File: src/rtl/timer_one_pkg.sv
// constants, register map and carrier types of the 16-bit timer/counter
// Functional notes
// - count is 16 bits held as readable, writable low and high byte registers
// - overflow event when count wraps from FFFF to 0000; counting carries on
// - compare unit special event trigger resets the count (here ignored on an external source with bit 2 set)
// - control bits 5:4 pick prescale 1:1, 1:2, 1:4 or 1:8
// - control bit 3 runs the crystal oscillator; clear shuts it off
// - external source: bit 2 set skips synchronisation, clear synchronises first (here the pin still passes both flops; bit 2 only saves a cycle)
// - internal source ignores bit 2 and counts the internal clock
// - control bit 1 picks external rising edges, else internal clock
// - counting only while control bit 0 is set
// - wide access bit 7 maps the high byte address onto a buffer
// - wide mode: low byte read copies live high byte into the buffer
// - wide mode: low byte write loads high byte from buffer together
// - overflow latches a sticky flag; interrupt only when enabled
package timer_one_pkg;

   // byte addresses on the register bus
   localparam logic [7:0] ADDR_CONTROL    = 8'h00;
   localparam logic [7:0] ADDR_COUNT_LOW  = 8'h04;
   localparam logic [7:0] ADDR_COUNT_HIGH = 8'h08;
   localparam logic [7:0] ADDR_IRQ_STATUS = 8'h0C;
   localparam logic [7:0] ADDR_IRQ_CLEAR  = 8'h10;
   localparam logic [7:0] ADDR_IRQ_ENABLE = 8'h14;

   // field positions and reset values
   localparam int         BIT_OSC         = 3;
   localparam int         BIT_OVERFLOW    = 0;
   localparam logic [7:0] CONTROL_WMASK   = 8'hBF;
   localparam logic [7:0] CONTROL_RESET   = 8'h00;
   localparam logic [15:0] COUNT_RESET    = 16'h0000;
   localparam logic [15:0] COUNT_MAX      = 16'hFFFF;
   localparam int         PSC_W           = 3;

   // control register layout, msb first
   typedef struct packed {
      logic       wide_access_enable;
      logic       unused;
      logic [1:0] input_prescale_select;
      logic       crystal_osc_enable;
      logic       ext_sync_disable;
      logic       count_source_select;
      logic       count_run_enable;
   } control_t;

   // avalon-mm request from the master
   typedef struct packed {
      logic        read;
      logic        write;
      logic [7:0]  address;
      logic [31:0] writedata;
   } avs_req_t;

   // avalon-mm answer to the master
   typedef struct packed {
      logic        waitrequest;
      logic [31:0] readdata;
   } avs_rsp_t;

   // whole state of the timer core except the two pin synchroniser flops
   typedef struct packed {
      control_t         ctrl;
      logic [15:0]      count;
      logic [7:0]       high_buf;
      logic [PSC_W-1:0] psc;
      logic             ext_d1;
      logic             ext_d2;
      logic             overflow_flag;
      logic             overflow_irq_enable;
      logic             irq;
      avs_rsp_t         rsp;
   } timer_state_t;

   localparam timer_state_t STATE_RESET = '{
      ctrl    : control_t'(CONTROL_RESET),
      count   : COUNT_RESET,
      rsp     : '{waitrequest: 1'b1, readdata: 32'h0000_0000},
      default : '0
   };

endpackage

File: src/rtl/ext_pin_sync.sv
// two-stage synchroniser for the external count clock pin
module ext_pin_sync (
   input  wire logic core_clk_i, // core clock
   input  wire logic rst_n_i,    // synchronous reset, active low
   input  wire logic ce_i,       // clock enable, freezes stages
   input  wire logic pin_i,      // asynchronous pin level
   output logic      sync_o      // level after two flops
);

   logic meta;

   // first flop feeds only the second one
   always_ff @(posedge core_clk_i) begin
      if (!rst_n_i) begin
         meta   <= 1'b0;
         sync_o <= 1'b0;
      end else if (ce_i) begin
         meta   <= pin_i;
         sync_o <= meta;
      end
   end

endmodule

File: src/rtl/timer_one_core.sv
// 16-bit timer/counter with prescaler, wide access and overflow interrupt
module timer_one_core (
   input  wire logic                    core_clk_i,       // core clock, 20 MHz
   input  wire logic                    rst_n_i,          // synchronous reset, active low
   input  wire logic                    ce_i,             // clock enable, low freezes all state
   input  wire timer_one_pkg::avs_req_t bus_req_i,        // avalon-mm request
   output timer_one_pkg::avs_rsp_t      bus_rsp_o,        // avalon-mm answer
   input  wire logic                    ext_clk_i,        // external clock pin or oscillator
   input  wire logic                    special_event_i,  // compare unit trigger, same clock
   output logic                         irq_o,            // level interrupt
   output logic                         crystal_osc_en_o, // runs the crystal oscillator
   output logic [15:0]                  count_o           // live count
);
   import timer_one_pkg::*;

   timer_state_t st;
   timer_state_t nx;
   logic         ext_sync;
   logic         ext_edge;
   logic         accept;
   logic         rd;
   logic         wr;
   logic         wr_low;
   logic         wr_high;
   logic         trig_take;
   logic         advance;
   logic         psc_last;
   logic         inc;
   logic         overflow;
   logic         flag_clear;
   logic [PSC_W-1:0] psc_limit;
   logic [31:0]  read_value;

   ext_pin_sync u_sync (
      .core_clk_i (core_clk_i),
      .rst_n_i    (rst_n_i),
      .ce_i       (ce_i),
      .pin_i      (ext_clk_i),
      .sync_o     (ext_sync)
   );

   // the unsynchronised path takes the edge one cycle earlier than the
   // phase-aligned path; a true clockless path is not possible on one clock
   assign ext_edge = st.ctrl.ext_sync_disable ? (ext_sync & ~st.ext_d1)
                                              : (st.ext_d1 & ~st.ext_d2);

   // bus decode: a request is taken once, while waitrequest is still high
   assign accept  = (bus_req_i.read | bus_req_i.write) & st.rsp.waitrequest;
   assign rd      = accept & bus_req_i.read;
   assign wr      = accept & bus_req_i.write;
   assign wr_low  = wr & (bus_req_i.address == ADDR_COUNT_LOW);
   assign wr_high = wr & (bus_req_i.address == ADDR_COUNT_HIGH);
   assign flag_clear = wr & (bus_req_i.address == ADDR_IRQ_CLEAR) & bus_req_i.writedata[BIT_OVERFLOW];

   // trigger is unreliable on an asynchronous external count, so it is
   // ignored there; a count write wins over a coinciding trigger
   assign trig_take = special_event_i & ~wr_low & ~wr_high
                      & ~(st.ctrl.count_source_select & st.ctrl.ext_sync_disable);

   // internal source counts every cycle, external only on rising edges
   assign advance = st.ctrl.count_run_enable
                    & (st.ctrl.count_source_select ? ext_edge : 1'b1);

   // prescale ratio 2^select, so the last phase is ratio minus one
   always_comb begin
      case (st.ctrl.input_prescale_select)
         2'b00:   psc_limit = 3'h0;
         2'b01:   psc_limit = 3'h1;
         2'b10:   psc_limit = 3'h3;
         default: psc_limit = 3'h7;
      endcase
   end
   // at or above the limit, so a ratio lowered mid-run cannot strand the phase
   assign psc_last = (st.psc >= psc_limit);
   assign inc      = advance & psc_last;
   assign overflow = inc & (st.count == COUNT_MAX) & ~trig_take & ~wr_low;

   // register read multiplexer; unmapped and write-only words read as zero
   always_comb begin
      read_value = 32'h0000_0000;
      case (bus_req_i.address)
         ADDR_CONTROL:    read_value[7:0] = st.ctrl & CONTROL_WMASK;
         ADDR_COUNT_LOW:  read_value[7:0] = st.count[7:0];
         ADDR_COUNT_HIGH: read_value[7:0] = st.ctrl.wide_access_enable ? st.high_buf
                                                                       : st.count[15:8];
         ADDR_IRQ_STATUS: read_value[BIT_OVERFLOW] = st.overflow_flag;
         ADDR_IRQ_ENABLE: read_value[BIT_OVERFLOW] = st.overflow_irq_enable;
         default:         read_value = 32'h0000_0000;
      endcase
   end

   // next state: count, prescaler, registers, interrupt and bus answer
   always_comb begin
      nx = st;
      nx.ext_d1 = ext_sync;
      nx.ext_d2 = st.ext_d1;
      nx.rsp.waitrequest = 1'b1;

      if (advance) begin
         nx.psc = psc_last ? '0 : PSC_W'(st.psc + 1'b1);
      end
      if (inc) begin
         nx.count = 16'(st.count + 1'b1);
      end
      if (trig_take) begin
         nx.count = COUNT_RESET;
         nx.psc   = '0;
      end

      // software writes take precedence over counting
      if (wr) begin
         case (bus_req_i.address)
            ADDR_CONTROL: begin
               nx.ctrl = control_t'(bus_req_i.writedata[7:0] & CONTROL_WMASK);
            end
            ADDR_COUNT_LOW: begin
               nx.count[7:0] = bus_req_i.writedata[7:0];
               nx.psc        = '0;
               if (st.ctrl.wide_access_enable) begin
                  nx.count[15:8] = st.high_buf;
               end
            end
            ADDR_COUNT_HIGH: begin
               if (st.ctrl.wide_access_enable) begin
                  nx.high_buf = bus_req_i.writedata[7:0];
               end else begin
                  nx.count[15:8] = bus_req_i.writedata[7:0];
               end
            end
            ADDR_IRQ_ENABLE: begin
               nx.overflow_irq_enable = bus_req_i.writedata[BIT_OVERFLOW];
            end
            default: begin
            end
         endcase
      end

      // a low byte read snapshots the high byte for a coherent pair
      if (rd && bus_req_i.address == ADDR_COUNT_LOW && st.ctrl.wide_access_enable) begin
         nx.high_buf = st.count[15:8];
      end

      // sticky flag: an overflow in the clearing cycle is kept
      nx.overflow_flag = (st.overflow_flag & ~flag_clear) | overflow;
      nx.irq           = nx.overflow_flag & nx.overflow_irq_enable;

      if (accept) begin
         nx.rsp.waitrequest = 1'b0;
         nx.rsp.readdata    = rd ? read_value : 32'h0000_0000;
      end
   end

   // single state register, frozen while the clock enable is low
   always_ff @(posedge core_clk_i) begin
      if (!rst_n_i) begin
         st <= STATE_RESET;
      end else if (ce_i) begin
         st <= nx;
      end
   end

   // outputs straight from the state register
   assign bus_rsp_o        = st.rsp;
   assign irq_o            = st.irq;
   assign crystal_osc_en_o = st.ctrl.crystal_osc_enable;
   assign count_o          = st.count;
endmodule

File: config.mk
export PLATFORM = sky130hd
export DESIGN_NAME = timer_one_core
export DESIGN_NICKNAME = d
export VERILOG_FILES = /design/src/rtl/timer_one_pkg.sv /design/src/rtl/ext_pin_sync.sv /design/src/rtl/timer_one_core.sv
export SDC_FILE = /design/constraint.sdc
export NUM_CORES = 1
export LEC_CHECK = 0
export BUFFER_PORTS_ARGS = -buffer_cell sky130_fd_sc_hd__clkbuf_2
export CAP_MARGIN = 20
export CORE_MARGIN = 8
export CORE_UTILIZATION = 35
export DETAILED_ROUTE_END_ITERATION = 16
export MAX_ROUTING_LAYER = met4
export RECOVER_POWER = 100
export SLEW_MARGIN = 0
export SYNTH_ARGS = -nofsm -noshare
export SYNTH_HDL_FRONTEND = slang
export SYNTH_SLANG_ARGS = --single-unit
File: constraint.sdc
create_clock -name core_clk_i -period 3.5 [get_ports core_clk_i]
set_input_delay 0.7 -clock core_clk_i [delete_from_list [all_inputs] [get_ports core_clk_i]]
set_output_delay 0.7 -clock core_clk_i [all_outputs]
set_load 0.005 [all_outputs]
==> insert_results.sql <==
INSERT INTO impl_metrics (metric_group, metric, value, unit) VALUES
('critical_path', 'critPathRequiredTime', '3.71', 'ns'),
('cells_and_area', 'layout_commonest_cell', 'dfxtp_1', ''),
('placement', 'dp.cells', '590', ''),
('detailed_routing', 'via_count', '3437', ''),
('placement', 'hpwl', '7960', 'um'),
('cells_and_area', 'final_cell_area', '3650', 'um^2'),
('sta', 'grt_setup_unrepaired', 'false', ''),
('sta', 'slew_headroom', '-17.2', '%'),
('logic_synthesis', 'seq_area_frac_synth', '28.3', '%'),
('clocking', 'h_tree_levels', '2', ''),
('detailed_routing', 'detail_route.wirelength.met1', '4820', 'um'),
('logic_synthesis', 'synth.largest_area_cell', 'dfxtp_1', ''),
('detailed_routing', 'antenna_left', '0', ''),
('critical_path', 'worstReg2RegEnd', 'count_o[7]$_SDFFE_PN0P_', ''),
('logic_synthesis', 'synth_top_cell_area_share', '28.3', '%'),
('critical_path', 'ff2ff_path_depth', '8', ''),
('sta', 'setup_tns', '0', 'ns'),
('clocking', 'ctsLongestPathBuffers', '2', ''),
('critical_path', 'timing.critical_path.max_delay_family', 'simple AND/OR/NAND/NOR gates', ''),
('status', 'failing_checks', 'max-capacitance violations, max-slew violations', ''),
('sta', 'final-setup-viol-count', '0', ''),
('critical_path', 'worst_ep_arrival_time', '3.20', 'ns'),
('global_route', 'wire_length_of_the_first_global_routing_pass', '17000', 'um'),
('min_path', 'min_path_type', 'flop to flop', ''),
('logic_synthesis', 'ys.flop_type', 'dfxtp_1', ''),
('floorplan', 'chipWidth', '116', 'um'),
('power', 'worst_voltage_drop_across_the_vdd_grid', '0.133', 'mV'),
('clocking', 'post_cts_hold_buffer_count', '0', ''),
('logic_synthesis', 'ys_types', '62', ''),
('critical_path', 'startpoint_type', 'input pin', ''),
('power', 'power-per-cell-area', '291', 'nW/um^2'),
('logic_synthesis', 'yosys-top-cells-area', 'dfxtp_1 (28%), buf_4 (10%), nand3_1 (4.4%)', ''),
('detailed_routing', 'drc_errors', '0', ''),
('clocking', 'tritoncts', 'yes', ''),
('logic_synthesis', 'syn-cell-area', '3530', 'um^2'),
('detailed_routing', 'highest-signal-layer', 'met4', ''),
('sta', 'min_period', '3.00', 'ns'),
('detailed_routing', 'postRouteWirelength', '10800', 'um'),
('detailed_routing', 'met2RoutedLength', '4950', 'um'),
('critical_path', 'max_stage_delay', '0.70', 'ns'),
('status', 'run_status', 'finished, violations left', ''),
('logic_synthesis', 'ys.warnings.count', '0', ''),
('sta', 'timing.final.max_slew_violations', '37', ''),
('flow_run', 'drv_cap', '1', ''),
('min_path', 'min_to', 'bus_rsp_o[7]$_SDFFE_PN0P_', ''),
('critical_path', 'worst_r2r_startpoint', 'st[70]$_SDFFE_PN0P_', ''),
('global_route', 'first_global_vias', '3168', ''),
('global_route', 'maximum_number_of_pins_on_one_net_before_global_route_repair', '37', ''),
('floorplan', 'placeableCoreArea', '9770', 'um^2'),
('floorplan', 'number_of_standard_cell_rows_in_the_floorplan', '36', ''),
('sta', 'finalHoldViolations', '0', ''),
('detailed_routing', 'viasPerCell', '5.75', ''),
('sta', 'skew', '0.0181', 'ns'),
('detailed_routing', 'first_pass_iters', '5', ''),
('critical_path', 'crit_path_top_delay_cell', 'or4_4', ''),
('sta', 'finalCritPeriodShare', '85.7', '%'),
('placement', 'gpl.final_weighted_congestion', '0.872', ''),
('clocking', 'buffer_type_at_the_clock_tree_root', 'clkbuf_8', ''),
('cells_and_area', 'ratio_of_cells_with_drive_above_1_in_the_final_layout', '9.68', '%'),
('floorplan', 'boundaryPins', '98', ''),
('clocking', 'cts.sinks', '50', ''),
('global_route', 'overflow', '0', ''),
('critical_path', 'end_kind', 'flop', ''),
('critical_path', 'rrSetupSlack', '0.65', 'ns'),
('logic_synthesis', 'synth_seq_cells', '50', ''),
('global_route', 'groute.usage.overall', '16.3', '%'),
('sta', 'worst-slew-pin-transition', '1.76', 'ns'),
('detailed_routing', 'drt_iter0_markers', '230', ''),
('min_path', 'worst_hold_path.num_cells', '2', ''),
('cells_and_area', 'instances_no_fill', '598', ''),
('clocking', 'number_of_buffers_inserted_to_repair_setup_after_cts', '0', '');
power breakdown:
part	internal (mW)	switching, mW	total (mW)
clock	0.149	0.224	0.372
combinational	0.0316	0.0807	0.112
sequential	0.573	0.00498	0.578
total	0.754	0.309	1.06
synth_stat cells, types with 6 or more instances:
cell type,number
nand2_1,38
a221oi_1,8
nand4_1,10
o22ai_1,7
o211ai_1,9
clkbuf_1,23
o211a_1,8
and3_1,8
o21ai_1,9
buf_4,49
nor2_1,30
a21oi_1,13
xnor2_1,7
nand3_1,31
o21ai_0,17
dfxtp_1,50
a21o_1,8
mux2i_1,14
inv_1,14
a22oi_1,6
a31oi_1,12
cell families (layout without fill, tap and decap cells):
| kind of cell | count (synthesis) | in the layout | synth area share (%) |
|---|---|---|---|
| AO/OA/AOI/OAI | 125 | 125 | 24.9 |
| other | 1 | 24 | 0.106 |
| flip-flops | 50 | 50 | 28.3 |
| multiplexers | 14 | 14 | 3.97 |
| XOR/XNOR | 8 | 8 | 1.98 |
| buffers and inverters | 93 | 83 | 15.6 |
| AND/OR/NAND/NOR | 156 | 156 | 23.4 |
| adder cells (fa/ha/maj) | 5 | 5 | 1.77 |
flip-flops by register name, summed over array words and instances, names as in the netlist:
| name | cells |
|---|---|
| bus_rsp_o | 9 |
| count_o | 16 |
| crystal_osc_en_o | 1 |
| irq_o | 1 |
| nx | 1 |
| st | 20 |
| u_sync.meta | 1 |
| u_sync.sync_o | 1 |
routing by layer:
layer,vias up,global-route usage (%)
met1,1616,20.9
met5,-,-
met4,0,6.57
li1,1619,-
met3,21,2.28
met2,181,25.5
metrics by stage:
stage | util (%) | worst slack, ns | hold WS, ns | total power [mW]
after global placement | 37.0 | 0.461 | 0.448 | 0.701
after CTS | 38.0 | 0.765 | 0.464 | 1.07
after floorplan | - | 0.821 | 0.437 | 0.677
final | 37.4 | 0.501 | 0.461 | 1.06
after global routing | 37.4 | 0.433 | 0.486 | 1.11
after detailed placement | 37.0 | 0.427 | 0.448 | 0.702
area by class of cell:
class                      count  area (um^2)
timing repair buffer          59          269
multi-input combinational    332         2060
sequential                    50         1000
inverter                      16         60.1
tap                          133          166
clock inverter                 3         28.8
fill                        1056         6120
clock buffer                   5         68.8
worst max-delay path by stage:
stage / to / slack [ns] / cells past startpoint / from
2_1_floorplan: st[47]$_SDFFE_PN0P_ / 0.82 / 8 / bus_req_i[37]
3_3_place_gp: st[42]$_SDFFE_PN0P_ / 0.46 / 6 / bus_req_i[37]
3_5_place_dp: st[43]$_SDFFE_PN0P_ / 0.43 / 6 / bus_req_i[37]
4_1_cts: st[43]$_SDFFE_PN0P_ / 0.77 / 6 / bus_req_i[37]
5_1_grt: st[70]$_SDFFE_PN0P_ / 0.43 / 6 / ce_i
6_report: st[43]$_SDFFE_PN0P_ / 0.50 / 6 / bus_req_i[37]
worst reg2reg max path: cells and delay by family, from the launching register on:
family / cells / cell delay [ns]
AO/OA/AOI/OAI: 2 / 0.79
buffers and inverters: 1 / 0.49
flip-flops: 1 / 0.38
AND/OR/NAND/NOR: 4 / 0.84
adder cells (fa/ha/maj): 1 / 0.27
Note: power is estimated with default switching activity, not from simulation.
